$ cat config.mk
export PLATFORM = sky130hd
export DESIGN_NAME = pfg_guard
export DESIGN_NICKNAME = d
export VERILOG_FILES = /design/src/pfg_filter.v /design/src/pfg_guard.v
export VERILOG_INCLUDE_DIRS = /design/src
export SDC_FILE = /design/constraint.sdc
export NUM_CORES = 1
export LEC_CHECK = 0
export BUFFER_PORTS_ARGS = -buffer_cell sky130_fd_sc_hd__buf_2
export CAP_MARGIN = 10
export CORE_ASPECT_RATIO = 1.2
export CORE_UTILIZATION = 42
export CTS_CLUSTER_SIZE = 16
export DETAILED_ROUTE_END_ITERATION = 8
export PLACE_DENSITY_LB_ADDON = 0.08
export RECOVER_POWER = 25
export SKIP_CTS_REPAIR_TIMING = 1
export SLEW_MARGIN = 20
export SYNTH_ARGS = -nofsm -noshare
export SYNTH_HDL_FRONTEND = slang
export SYNTH_HIERARCHICAL = 1
export SYNTH_SLANG_ARGS = --single-unit
$ cat constraint.sdc
create_clock -name mclk -period 2.5 [get_ports mclk]
set_input_delay 0.5 -clock mclk [delete_from_list [all_inputs] [get_ports mclk]]
set_output_delay 0.5 -clock mclk [all_outputs]
set_load 0.02 [all_outputs]
$ cat src/pfg_defs.vh
// register offsets, field positions and timing counts for the fault guard block
`ifndef PFG_DEFS_VH
`define PFG_DEFS_VH
`define PFG_OFF_CNT        12'h000
`define PFG_OFF_CMPA       12'h004
`define PFG_OFF_CMPB       12'h008
`define PFG_OFF_CMPC       12'h00C
`define PFG_OFF_CMPD       12'h010
`define PFG_OFF_HIGH       12'h014
`define PFG_OFF_CTLD       12'h018
`define PFG_OFF_MODE       12'h01C
`define PFG_OFF_FLAG       12'h020
`define PFG_OFF_PORT_B_LATCH      12'h024
`define PFG_CTLD_GUARD     0
`define PFG_CTLD_IRQEN     1
`define PFG_CTLD_SRC       2
`define PFG_CTLD_EDGE      3
`define PFG_CTLD_FILT      4
`define PFG_CTLD_RST       8'h00
`define PFG_FILT_SAMPLES   4
`define PFG_MODE_W         8
`define PFG_OUT_W          6
`endif

$ cat src/pfg_filter.v
// four-sample noise filter stage for the fault trigger path
`timescale 1ns/1ps
`default_nettype none
`include "pfg_defs.vh"
module pfg_filter (
   // clock and reset
   input  wire  mclk,
   input  wire  sys_rst,
   // sample in, filtered level out
   input  wire  din,
   output reg   dout_r
);
   reg [`PFG_FILT_SAMPLES-1:0] hist_r;
   always @(posedge mclk) begin
      if (sys_rst) begin
         hist_r <= {`PFG_FILT_SAMPLES{1'b0}};
         dout_r <= 1'b0;
      end else begin
         hist_r <= {hist_r[`PFG_FILT_SAMPLES-2:0], din};
         // output changes only when all samples agree
         if (&{hist_r[`PFG_FILT_SAMPLES-2:0], din}) begin // RQ10 RQ11
            dout_r <= 1'b1;
         end else if (~|{hist_r[`PFG_FILT_SAMPLES-2:0], din}) begin // RQ10 RQ11
            dout_r <= 1'b0;
         end
      end
   end
endmodule
`default_nettype wire

$ cat src/pfg_guard.v
// fault guard and 10-bit wide register access, APB slave
//
// Overview of operation
// RQ1: armed guard plus selected-direction edge on trigger enters fault protection.
// RQ2: fault clears output mode bits, pins then show port B latch.
// RQ3: guard enable bit clears in the same cycle as mode bits.
// RQ4: fault with interrupt enable set raises the fault interrupt request.
// RQ5: software polls the self-clearing guard enable bit to see faults.
// RQ6: trigger source is event pin by default, comparator when select bit set.
// RQ7: changing the source may itself be detected as an edge.
// RQ8: software should clear fault flag after changing source, edge or enable.
// RQ9: both trigger inputs synchronised by two flops, one shared edge detector.
// RQ10: filter passes new level only after four equal samples.
// RQ11: filter enable bit in control register d adds four cycles delay.
// RQ12: filter samples on the system clock, no prescaler involved.
// RQ13: driving the event pin's port output can trigger a fault.
// RQ14: counter and compare a-d are 10 bits, reached by byte accesses.
// RQ15: one shared 2-bit holding register serves all 10-bit registers.
// RQ16: low byte write loads held high bits and low byte together.
// RQ17: low byte read copies upper two bits into holding register.
// RQ18: master writes holding register first, then low byte.
// RQ19: master reads low byte first, then holding register.
// RQ20: main code disables interrupts around each two-byte access.
// RQ21: holding register may be written once for several low-byte writes.
// RQ22: fault sets a sticky flag that software clears by writing one.
`timescale 1ns/1ps
`default_nettype none
`include "pfg_defs.vh"
module pfg_guard (
   // clock and reset
   input  wire         mclk,
   input  wire         sys_rst,
   // apb slave
   input  wire         psel,
   input  wire         penable,
   input  wire         pwrite,
   input  wire [11:0]  paddr,
   input  wire [31:0]  pwdata,
   output reg  [31:0]  prdata,
   output reg          pready,
   output reg          pslverr,
   // trigger inputs from outside the clock domain
   input  wire         ext_event_pin,
   input  wire         comparator_out,
   // waveform from the compare units
   input  wire [5:0]   pwm_wave,
   // pin drive and status
   output reg  [5:0]   pwm_pin_r,
   output reg  [7:0]   compare_output_mode_bits_r,
   output reg          fault_irq_r,
   output reg  [9:0]   counter_value_r,
   output reg  [9:0]   compare_a_r,
   output reg  [9:0]   compare_b_r,
   output reg  [9:0]   compare_c_r,
   output reg  [9:0]   compare_d_r
);
   reg  [1:0]  shared_high_byte_r;
   reg  [7:0]  control_reg_d_r;
   reg         fault_flag_r;
   reg  [5:0]  port_b_latch_r;
   reg  [1:0]  ev_sync_r;
   reg  [1:0]  ac_sync_r;
   reg         sel_level_r;
   reg         prev_r;
   reg  [9:0]  wide_rd;
   reg  [31:0] rdata_nxt;
   reg         hit;
   wire        filt_level;
   wire        src_level;
   wire        det_level;
   wire        edge_hit;
   wire        fault;
   wire        wr_en;
   wire        rd_en;
   wire        low_wr;
   wire        low_rd;
   wire [9:0]  wide_wval;

   // two-flop synchronisers for both trigger inputs
   always @(posedge mclk) begin
      if (sys_rst) begin
         ev_sync_r <= 2'h0;
         ac_sync_r <= 2'h0;
      end else begin
         ev_sync_r <= {ev_sync_r[0], ext_event_pin}; // RQ9 RQ13
         ac_sync_r <= {ac_sync_r[0], comparator_out}; // RQ9
      end
   end

   // source mux after the second flop; switching may look like an edge
   assign src_level = control_reg_d_r[`PFG_CTLD_SRC] ? ac_sync_r[1] : ev_sync_r[1]; // RQ6 RQ7

   always @(posedge mclk) begin
      if (sys_rst) begin
         sel_level_r <= 1'b0;
      end else begin
         sel_level_r <= src_level;
      end
   end

   pfg_filter u_filt (
      .mclk    (mclk),
      .sys_rst (sys_rst),
      .din     (sel_level_r),
      .dout_r  (filt_level)
   );

   // filter runs on mclk every cycle, no prescaler enable
   assign det_level = control_reg_d_r[`PFG_CTLD_FILT] ? filt_level : sel_level_r; // RQ11 RQ12

   always @(posedge mclk) begin
      if (sys_rst) begin
         prev_r <= 1'b0;
      end else begin
         prev_r <= det_level;
      end
   end

   // edge bit set selects rising, clear selects falling
   assign edge_hit = control_reg_d_r[`PFG_CTLD_EDGE] ? (det_level & ~prev_r) : (~det_level & prev_r); // RQ9
   assign fault    = control_reg_d_r[`PFG_CTLD_GUARD] & edge_hit; // RQ1

   // apb decode
   assign wr_en     = psel & penable & pwrite;
   assign rd_en     = psel & penable & ~pwrite;
   assign low_wr    = wr_en & hit & (paddr <= `PFG_OFF_CMPD);
   assign low_rd    = rd_en & hit & (paddr <= `PFG_OFF_CMPD);
   assign wide_wval = {shared_high_byte_r, pwdata[7:0]};

   always @* begin
      hit       = 1'b1;
      wide_rd   = 10'h000;
      rdata_nxt = 32'h00000000;
      case (paddr)
         `PFG_OFF_CNT:   wide_rd = counter_value_r;
         `PFG_OFF_CMPA:  wide_rd = compare_a_r;
         `PFG_OFF_CMPB:  wide_rd = compare_b_r;
         `PFG_OFF_CMPC:  wide_rd = compare_c_r;
         `PFG_OFF_CMPD:  wide_rd = compare_d_r;
         `PFG_OFF_HIGH:  rdata_nxt = {30'h00000000, shared_high_byte_r};
         `PFG_OFF_CTLD:  rdata_nxt = {24'h000000, control_reg_d_r}; // RQ5
         `PFG_OFF_MODE:  rdata_nxt = {24'h000000, compare_output_mode_bits_r};
         `PFG_OFF_FLAG:  rdata_nxt = {31'h00000000, fault_flag_r};
         `PFG_OFF_PORT_B_LATCH: rdata_nxt = {26'h0000000, port_b_latch_r};
         default:        hit = 1'b0;
      endcase
      if (hit & (paddr <= `PFG_OFF_CMPD)) begin
         rdata_nxt = {24'h000000, wide_rd[7:0]}; // RQ14
      end
   end

   // apb answer: one access cycle, error on unmapped address
   always @(posedge mclk) begin
      if (sys_rst) begin
         prdata  <= 32'h00000000;
         pready  <= 1'b0;
         pslverr <= 1'b0;
      end else begin
         pready  <= psel & ~penable;
         pslverr <= psel & ~penable & ~hit;
         if (psel & ~penable & ~pwrite) begin
            prdata <= rdata_nxt;
         end
      end
   end

   // wide registers and the shared high byte
   always @(posedge mclk) begin
      if (sys_rst) begin
         shared_high_byte_r <= 2'h0;
         counter_value_r    <= 10'h000;
         compare_a_r        <= 10'h000;
         compare_b_r        <= 10'h000;
         compare_c_r        <= 10'h000;
         compare_d_r        <= 10'h000;
      end else begin
         if (pready & wr_en & (paddr == `PFG_OFF_HIGH)) begin
            shared_high_byte_r <= pwdata[1:0]; // RQ15
         end else if (pready & low_rd) begin
            shared_high_byte_r <= wide_rd[9:8]; // RQ17
         end
         if (pready & low_wr) begin
            case (paddr)
               `PFG_OFF_CNT:  counter_value_r <= wide_wval; // RQ16
               `PFG_OFF_CMPA: compare_a_r     <= wide_wval; // RQ16
               `PFG_OFF_CMPB: compare_b_r     <= wide_wval; // RQ16
               `PFG_OFF_CMPC: compare_c_r     <= wide_wval; // RQ16
               default:       compare_d_r     <= wide_wval; // RQ16
            endcase
         end
      end
   end

   // control, mode bits, flag and interrupt
   always @(posedge mclk) begin
      if (sys_rst) begin
         control_reg_d_r            <= `PFG_CTLD_RST;
         compare_output_mode_bits_r <= 8'h00;
         fault_flag_r               <= 1'b0;
         port_b_latch_r             <= 6'h00;
         fault_irq_r                <= 1'b0;
      end else begin
         if (pready & wr_en & (paddr == `PFG_OFF_CTLD)) begin
            control_reg_d_r <= pwdata[7:0];
         end
         if (pready & wr_en & (paddr == `PFG_OFF_MODE)) begin
            compare_output_mode_bits_r <= pwdata[7:0];
         end
         if (pready & wr_en & (paddr == `PFG_OFF_PORT_B_LATCH)) begin
            port_b_latch_r <= pwdata[5:0];
         end
         if (pready & wr_en & (paddr == `PFG_OFF_FLAG) & pwdata[0]) begin
            fault_flag_r <= 1'b0; // RQ8
         end
         if (fault) begin
            compare_output_mode_bits_r            <= 8'h00; // RQ2
            control_reg_d_r[`PFG_CTLD_GUARD]      <= 1'b0; // RQ3
            fault_flag_r                          <= 1'b1; // RQ22
         end
         fault_irq_r <= (fault_flag_r | fault) & control_reg_d_r[`PFG_CTLD_IRQEN]; // RQ4
      end
   end

   // pins: waveform when either mode bit for the pair is set, else port latch
   genvar gi;
   generate
      for (gi = 0; gi < `PFG_OUT_W; gi = gi + 1) begin : g_pin
         always @(posedge mclk) begin
            if (sys_rst) begin
               pwm_pin_r[gi] <= 1'b0;
            end else if (|compare_output_mode_bits_r[2*(gi/2)+1:2*(gi/2)]) begin
               pwm_pin_r[gi] <= pwm_wave[gi];
            end else begin
               pwm_pin_r[gi] <= port_b_latch_r[gi]; // RQ2
            end
         end
      end
   endgenerate
endmodule
`default_nettype wire

==> results.json, run 1 <==
{
  "status": "finished, final reports clean",
  "areaGrowthSynthToFinish_pct": 19.6,
  "hold_viol_final": 0,
  "postSynthAreaPerCell_um2": 8.90,
  "hp-class": "input pin to register",
  "yosys_warnings": 6,
  "rsz0062_at_grt": "no",
  "first_global_vias": 4019,
  "crit_slowest_cell": "or4_4",
  "wl_um": 14200,
  "synthArstFlopShare_pct": 0,
  "ios": 156,
  "drv_cap": 0,
  "grt_pass1_wl_um": 22200,
  "synth_edf_count": 0,
  "setup_violations": 0,
  "die_area_um2": 11700,
  "arrival_ns": 2.19,
  "final.period_utilization_pct": 80.2,
  "crit-reg2reg-launch": "pready",
  "synth_cell_type_count": 53,
  "vias": 4317,
  "pwr-share-seq_pct": 49.3,
  "die_x_um": 99.0,
  "netlist_instances": 533,
  "rr_worst_depth": 5,
  "clk_latency_ns": 0.35,
  "core_um2": 11000,
  "whs_path_depth": 2,
  "internal_power_mw": 2.51,
  "synth.most_common_cell": "dfxtp_1",
  "grt_max_degree": 57,
  "seq_area_frac_synth_pct": 43.0,
  "seqCellArea_um2": 2040,
  "viasPerCell": 5.51,
  "synth-main-ff-cell": "dfxtp_1",
  "gr-total-overflow": 0,
  "cts.sinks": 102,
  "synth_top_area_cell": "dfxtp_1",
  "antenna_cells": 0,
  "antenna_found_initial": 0,
  "worstHoldStart": "ext_event_pin",
  "total_power_mw": 3.33,
  "ys_top_cells_by_count": "dfxtp_1, nand2_1, nor2_1",
  "fin_tns_setup_ns": 0,
  "crit_chain": "buf_2 -> or4_4 -> nor3_4 -> o2111ai_1 -> buf_4 -> mux2i_1 -> nor2_1",
  "max_stage_delay_ns": 0.61,
  "synth_seq_cells": 102,
  "tritoncts": "built",
  "htree_num_levels": 3,
  "cp_top_family": "simple AND/OR/NAND/NOR gates",
  "cts_inserted_buffers": 9,
  "synth.area.top_cells": "dfxtp_1, mux2i_1, nand2_1",
  "io_buffer_count": 107,
  "fmax_mhz": 498,
  "layout_setup_ws_ns": 0.494,
  "dp_slack_ns": 0.193,
  "drc": 0,
  "initial_core_util_pct": 43.0,
  "rows": 42,
  "drt-initial-drc-count": 212,
  "ant_nets": 0,
  "p_leak_nw": 2.59,
  "cp-start-kind": "input pin",
  "finalMaxSlewViolations": 0,
  "drt_first_pass_iters": 5,
  "fin_worst_skew_ns": 0.0122,
  "ir_drop_mv": 0.289,
  "slew_headroom_pct": 21.1,
  "worstSetupEndpointType": "register",
  "synth_top_cell_area_share_pct": 43.0,
  "place.gp.congestion": 0.896,
  "worst-path-stages": 7,
  "wl_per_cell_um": 18.1,
  "grtUsageTotal_pct": 24.9,
  "power_density_nw_per_um2": 587,
  "pwr-share-comb_pct": 6.6,
  "synth_area_um2": 4740,
  "clkTransAtPathRegs_ns": 0.07,
  "hpwl_um": 10400,
  "required_ns": 2.68,
  "switching_share_pct": 24.5,
  "tightest_slew_ns": 1.18,
  "r2r_end": "compare_a_r[0]",
  "crit_path_max_fanout": 8,
  "n_fill_cell": 1121,
  "drive_gt1_share_pct": 22.9,
  "worstSetupPathType": "input pin to register",
  "die_h_um": 118,
  "p_sw_mw": 0.817,
  "fin_nets": 703,
  "min_to": "ev_sync_r[0]",
  "min_period_ns": 2.01,
  "root_buffer": "clkbuf_16",
  "pwr-share-clk_pct": 44.1,
  "reg2reg_slack_ns": 0.76,
  "multi_input_area_um2": 2430,
  "clockBufferDepth": 2,
  "cp_num_buf_inv": 2
}
==> flip-flops by register name (all words and copies together), names as in the netlist, 2 cells and up <==
name	cells
compare_c_r	10
port_b_latch_r	6
shared_high_byte_r	2
counter_value_r	10
u_filt/hist_r	3
compare_a_r	10
compare_output_mode_bits_r	8
ev_sync_r	2
control_reg_d_r	8
prdata	8
compare_b_r	10
ac_sync_r	2
compare_d_r	10
pwm_pin_r	6
==> layer usage <==
metal	part of all wire [%]	global-route usage, %	up-vias
met5	0	0	-
met4	3.1	10.7	0
met3	7.3	5.14	29
met2	47	40.0	182
met1	43	32.1	2044
li1	-	-	2062
==> metrics by stage <==
stage / instances / hold WS, ns / area, um2 / util (%)
2_1_floorplan: 556 / 0.414 / 4830 / -
3_3_place_gp: 767 / 0.418 / 5420 / 49.1
3_5_place_dp: 767 / 0.442 / 5420 / 49.1
4_1_cts: 783 / 0.367 / 5730 / 51.9
5_1_grt: 783 / 0.379 / 5680 / 51.4
6_report: 783 / 0.372 / 5680 / 51.4
==> placed cells by master, fill, tap and decap left out, types with 2 or more instances in the layout <==
cell       synthesis  final
and4_1             4      4
or4_4              2      2
clkinv_4           0      2
nor4_2             2      2
mux2_2             8      8
a31oi_1            5      5
a32oi_1            3      3
nor4b_2            2      2
a311oi_1           8      8
a21oi_1           43     43
buf_4             28     28
nand4_1            3      3
a21o_1             2      2
dfxtp_1          102    102
nand3b_1           2      2
nor3_1             3      3
o2111ai_1          2      2
o21ai_0           14     14
nor3_4             2      2
or2_2              2      2
nand2_1           73     73
a32o_1             3      3
a22o_1             3      3
o22ai_1            2      2
o211ai_1           2      2
nor4_1             2      2
a22oi_1            4      4
mux2i_1           56     56
nand3_1           13     13
nor2_1            70     70
conb_1             1     24
buf_2              5     79
nand2b_1           4      4
nor2b_1            8      8
clkbuf_16          0      9
inv_6              0      3
clkbuf_1          20     29
a211oi_1           3      3
and3_1             7      7
==> how the worst max path moves through the flow <==
stage,start,to,slack (ns)
floorplan,paddr[4],compare_b_r[0],0.44
global placement,paddr[9],compare_a_r[7],0.20
detailed placement,paddr[9],compare_a_r[4],0.19
CTS,paddr[9],compare_a_r[0],0.55
global route,sys_rst,pslverr,0.34
finish,paddr[9],compare_a_r[0],0.49
==> cell type report <==
type	instances	share of cell area (%)
Timing Repair Buffer	137	12.7
Inverter	1	0.0661
Clock buffer	10	4.21
Clock inverter	6	1.30
Sequential cell	102	36.0
Tap cell	132	2.91
Multi-Input combinational cell	395	42.9
==> cells by family after synthesis <==
kind of cell    after synthesis  share of synthesized area, %
flops                       102                          43.0
other cells                   1                        0.0790
mux                          65                          14.2
compound gates               99                          13.3
simple gates                207                          21.9
buf+inv                      59                          7.49
==> power by group through the flow <==
stage               sequential (mW)  clock, mW  combinational (mW)
floorplan                      1.69          0               0.155
detailed placement             1.68          0               0.224
finish                         1.64       1.47               0.220
CTS                            1.64       1.50               0.224
global placement               1.68          0               0.222
global route                   1.64       1.56               0.236
==> worst register-to-register path, delay by kind of cell (launching register included) <==
family	cells	cell delay, ns
AO/OA/AOI/OAI	1	0.25
buffers and inverters	1	0.26
flip-flops	1	0.37
multiplexers	1	0.16
AND/OR/NAND/NOR	2	0.55
Power figures use the tool's default switching activity.
==> run 2, diff against run 1 <==
- clock period: 2.5 -> 1.75 ns (I/O delays scaled with it)
==> run 2 against run 1 <==
Effect of this change: critical path depth is 1 higher; first-iteration DRC count rose by 21%; cell count rose by 5.9%; wire length increased by 2.7%; setup slack lost 0.46 ns; die area unchanged; critical path type unchanged; non-clock buffer count grew 46; clock skew fell by 0.0067 ns; via count shrank 0.14%; combinational power is 71% higher; critical endpoint is now compare_b_r[9]; register-to-register slack got worse by 0.66 ns; largest cell class unchanged.
==> results.json, run 2 (synthesis results as in run 1) <==
{
  "final_common_cell": "dfxtp_1",
  "core_um2": 11000,
  "wl_per_cell_um": 17.6,
  "areaGrowthSynthToFinish_pct": 28.9,
  "cts_inserted_buffers": 9,
  "rsz0062_at_grt": "yes",
  "ios": 156,
  "drc": 0,
  "first_global_vias": 4163,
  "crit_path_max_fanout": 4,
  "tritoncts": "built",
  "grt_max_degree": 47,
  "clkTransAtPathRegs_ns": 0.07,
  "p_leak_nw": 2.86,
  "drt_first_pass_iters": 4,
  "n_fill_cell": 1059,
  "finalMaxSlewViolations": 0,
  "gr-total-overflow": 0,
  "setup_violations": 0,
  "antenna_cells": 0,
  "htree_num_levels": 3,
  "cp-start-kind": "input pin",
  "pwr-share-comb_pct": 8.0,
  "worstSetupPathType": "input pin to register",
  "cts.sinks": 102,
  "io_buffer_count": 107,
  "root_buffer": "clkbuf_16",
  "pwr-share-seq_pct": 49.6,
  "fin_worst_skew_ns": 0.00553,
  "power_density_nw_per_um2": 774,
  "drv_cap": 0,
  "required_ns": 1.98,
  "arrival_ns": 1.94,
  "dp.cells": 810,
  "top_usage_layer": "met2",
  "final_cells": 829,
  "pwr-share-clk_pct": 42.4,
  "fin_nets": 749,
  "grtUsageMet2_pct": 42.7,
  "grt_pass1_wl_um": 22700,
  "drt-initial-drc-count": 257,
  "final.period_utilization_pct": 98.0,
  "hold_viol_final": 0,
  "grtUsageTotal_pct": 25.5,
  "viasPerCell": 5.20,
  "hpwl_um": 11000,
  "ant_nets": 0,
  "die_x_um": 99.0,
  "vias": 4311,
  "rows": 42,
  "clockBufferDepth": 2,
  "use_met1_pct": 32.6,
  "min_period_ns": 1.71,
  "post-route-util_pct": 55.4,
  "switching_share_pct": 24.0,
  "p_sw_mw": 1.13,
  "layout_setup_ws_ns": 0.0352,
  "hp-class": "input pin to register",
  "status": "finished, final reports clean",
  "total_power_mw": 4.73,
  "internal_power_mw": 3.60,
  "clk_latency_ns": 0.35,
  "fmax_mhz": 583,
  "ir_drop_mv": 0.419,
  "dp_slack_ns": -0.393,
  "die_h_um": 118,
  "worstSetupEndpointType": "register",
  "wl_um": 14600,
  "drive_gt1_share_pct": 29.6,
  "hold_slack_ns": 0.209,
  "antenna_found_initial": 0,
  "place.gp.congestion": 0.894,
  "grt_use_met3_pct": 4.02,
  "die_area_um2": 11700,
  "initial_core_util_pct": 43.0,
  "layout.cells.most_common_list": "dfxtp_1, buf_2, nand2_1, nor2_1, buf_4"
}
-- run 2: cell types whose count changed in the layout (fill, tap and decap cells not counted), moves of 2 or more --
cell	previous run	this run
clkinv_4	2	0
nor4_4	1	3
nor4_2	2	0
buf_6	0	4
buf_2	79	84
inv_6	3	1
clkinvlp_4	0	2
buf_4	28	69
clkbuf_1	29	22
clkbuf_8	1	4
buf_12	0	3
-- run 2: worst max-delay path: stages --
cell and delay, ns:
buf_8 0.10, or4_4 0.57, buf_4 0.17, nor3_4 0.18, o211ai_1 0.16, buf_4 0.20
mux2i_1 0.17, nor2_1 0.06
-- run 2: final timing paths --
kind / startpoint / slack (ns) / depth (start not counted) / to
worst max-delay path: paddr[10] / 0.04 / 8 / compare_b_r[9]
worst min-delay path: ext_event_pin / 0.21 / 2 / ev_sync_r[0]
worst max register to register: control_reg_d_r[4] / 0.10 / 5 / compare_output_mode_bits_r[1]
worst min register to register: ac_sync_r[0] / 0.44 / 1 / ac_sync_r[1]
-- run 2: area by class of cell --
type	count	area [um2]	share of cell area (%)
multi-input combinational	395	2460	40.2
sequential	102	2040	33.4
timing repair buffer	183	1140	18.7
clock buffer	13	280	4.58
tap	132	165	2.70
clock inverter	3	23.8	0.389
inverter	1	3.75	0.0614
-- run 2: per-layer routing --
metal | vias up | part of all wire (%)
li1 | 2148 | -
met1 | 2004 | 43
met5 | - | 0
met4 | 0 | 2.0
met2 | 139 | 49
met3 | 20 | 5.8
-- run 2: power groups by stage --
stage | registers (mW) | clock network [mW] | logic, mW
final | 2.35 | 2.01 | 0.377
after global routing | 2.35 | 2.14 | 0.403
after CTS | 2.34 | 2.04 | 0.370
after detailed placement | 2.40 | 0 | 0.369
after global placement | 2.40 | 0 | 0.366
after floorplan | 2.41 | 0 | 0.225
-- run 2: through the flow --
step	TNS [ns]	instance area (um2)
floorplan	-3.53	4850
global placement	-19.60	5770
detailed placement	-20.41	5770
CTS	-0.0385	6080
global route	-1.05	6110
finish	0	6110
==> run 3, diff against run 2 <==
--- a/config.mk
+++ b/config.mk
@@ -10,4 +10,5 @@
 export CAP_MARGIN = 10
-export CORE_ASPECT_RATIO = 1.2
+export CORE_ASPECT_RATIO = 1.75
 export CORE_UTILIZATION = 42
+export CTS_BUF_LIST = sky130_fd_sc_hd__clkbuf_16
 export CTS_CLUSTER_SIZE = 16
==> constraint.sdc (replaced) <==
create_clock -name mclk -period 1.75 [get_ports mclk]
set_input_delay 0.2625 -clock mclk [delete_from_list [all_inputs] [get_ports mclk]]
set_output_delay 0.2625 -clock mclk [all_outputs]
set_load 0.02 [all_outputs]
==> run 3 against run 2 <==
Effect of this change: final area down 1.1%; combinational power down 1%; clock power down 2%; via count up 0.86%; power down 1.2%; critical path type unchanged; largest power group unchanged; highest routed layer unchanged.
==> results.json, run 3 (synthesis results as in run 1) <==
{
  "layout.cells.most_common_list": "dfxtp_1, buf_2, nand2_1, buf_4, nor2_1",
  "drc": 0,
  "cp-start-kind": "input pin",
  "crit_path_max_fanout": 7,
  "arrival_ns": 1.94,
  "antenna_found_initial": 0,
  "total_power_mw": 4.67,
  "htree_num_levels": 3,
  "gr-total-overflow": 0,
  "fin_worst_skew_ns": 0.00704,
  "io_buffer_count": 107,
  "wl_um": 14800,
  "grt_pass1_wl_um": 22900,
  "clk_latency_ns": 0.35,
  "antenna_cells": 0,
  "final.period_utilization_pct": 96.9,
  "post-route-util_pct": 54.8,
  "worstSetupEndpointType": "register",
  "root_buffer": "clkbuf_16",
  "tritoncts": "built",
  "power_density_nw_per_um2": 773,
  "place.gp.congestion": 0.903,
  "viasPerCell": 5.26,
  "reg2reg_slack_ns": 0.17,
  "die_h_um": 143,
  "fmax_mhz": 590,
  "clockBufferDepth": 2,
  "slew_headroom_pct": 47.2,
  "crit_slowest_cell": "or4_4",
  "finalMaxSlewViolations": 0,
  "required_ns": 1.99,
  "ant_nets": 0,
  "ir_drop_mv": 0.702,
  "initial_core_util_pct": 43.0,
  "hpwl_um": 11400,
  "die_area_um2": 11700,
  "die_x_um": 82.3,
  "min_period_ns": 1.70,
  "p_leak_nw": 2.81,
  "grt_max_degree": 27,
  "grtUsageTotal_pct": 26.7,
  "areaGrowthSynthToFinish_pct": 27.5,
  "fin_nets": 747,
  "status": "finished, final reports clean",
  "vias": 4348,
  "tightest_slew_ns": 0.792,
  "ios": 156,
  "setup_violations": 0,
  "hold_viol_final": 0,
  "cts_inserted_buffers": 9,
  "crit_top_cell": "buf_4",
  "clkTransAtPathRegs_ns": 0.08,
  "core_um2": 11000,
  "max_stage_delay_ns": 0.57,
  "first_global_vias": 4002,
  "worstSetupPathType": "input pin to register",
  "wl_per_cell_um": 17.9,
  "drive_gt1_share_pct": 28.3,
  "crit_chain": "buf_2 -> or4_4 -> nor3_4 -> buf_4 -> o211ai_1 -> buf_4 -> mux2i_2 -> nor2_1",
  "drt_first_pass_iters": 5,
  "rows": 51,
  "final_common_cell": "dfxtp_1",
  "hp-class": "input pin to register",
  "rsz0062_at_grt": "yes",
  "drt-initial-drc-count": 304,
  "cts.sinks": 102,
  "drv_cap": 0
}
==> run 3: cell count changes in the layout (fill, tap and decap cells not counted), moves of 2 or more <==
cell | previous run | this run
buf_6 | 4 | 0
clkinvlp_4 | 2 | 0
clkbuf_8 | 4 | 0
buf_4 | 69 | 71
buf_2 | 84 | 80
clkbuf_1 | 22 | 27
nor4_2 | 0 | 2
clkinv_4 | 0 | 2
==> run 3: where the power goes <==
| part | switching [mW] | internal [mW] |
|---|---|---|
| Clock | 0.958 | 1.00 |
| Combinational | 0.245 | 0.127 |
| Sequential | 0.00839 | 2.34 |
==> run 3: path summary, 6_finish.rpt <==
path / from / to / cells past startpoint
worst max-delay path: paddr[10] / compare_b_r[7] / 8
worst max register to register: pready / compare_output_mode_bits_r[0] / 6
worst min register to register: ev_sync_r[0] / ev_sync_r[1] / 1
worst min-delay path: comparator_out / ac_sync_r[0] / 2
==> run 3: area by class of cell <==
| type | instances | area, um2 |
|---|---|---|
| Fill cell | 1081 | 4990 |
| Multi-Input combinational cell | 395 | 2450 |
| Sequential cell | 102 | 2040 |
| Timing Repair Buffer | 181 | 1090 |
| Clock buffer | 9 | 225 |
| Tap cell | 132 | 165 |
| Clock inverter | 7 | 67.6 |
| Inverter | 1 | 3.75 |
==> run 3: worst max-delay path: cells and delay by family <==
kind,cells,cell delay [ns]
and+or+nand+nor,3,0.92
buffers and inverters,3,0.48
muxes,1,0.19
AOI/OAI and AO/OA,1,0.09
==> run 3: routing by layer <==
layer	vias up	wire [um]	GRT usage, %
li1	2148	-	-
met1	2040	5900	32.4
met2	139	7880	45.9
met3	21	624	3.65
met4	0	430	11.4
met5	-	0	0
==> run 3: through the flow <==
step	instance area, um2	setup slack (ns)	setup TNS (ns)	cells	hold WS, ns
floorplan	4850	-0.0185	-0.230	556	0.332
global placement	5770	-0.277	-13.83	810	0.430
detailed placement	5770	-0.287	-14.82	810	0.436
CTS	6070	0.0533	0	826	0.128
global route	6050	-0.0138	-0.0138	827	0.137
finish	6050	0.0539	0	827	0.134
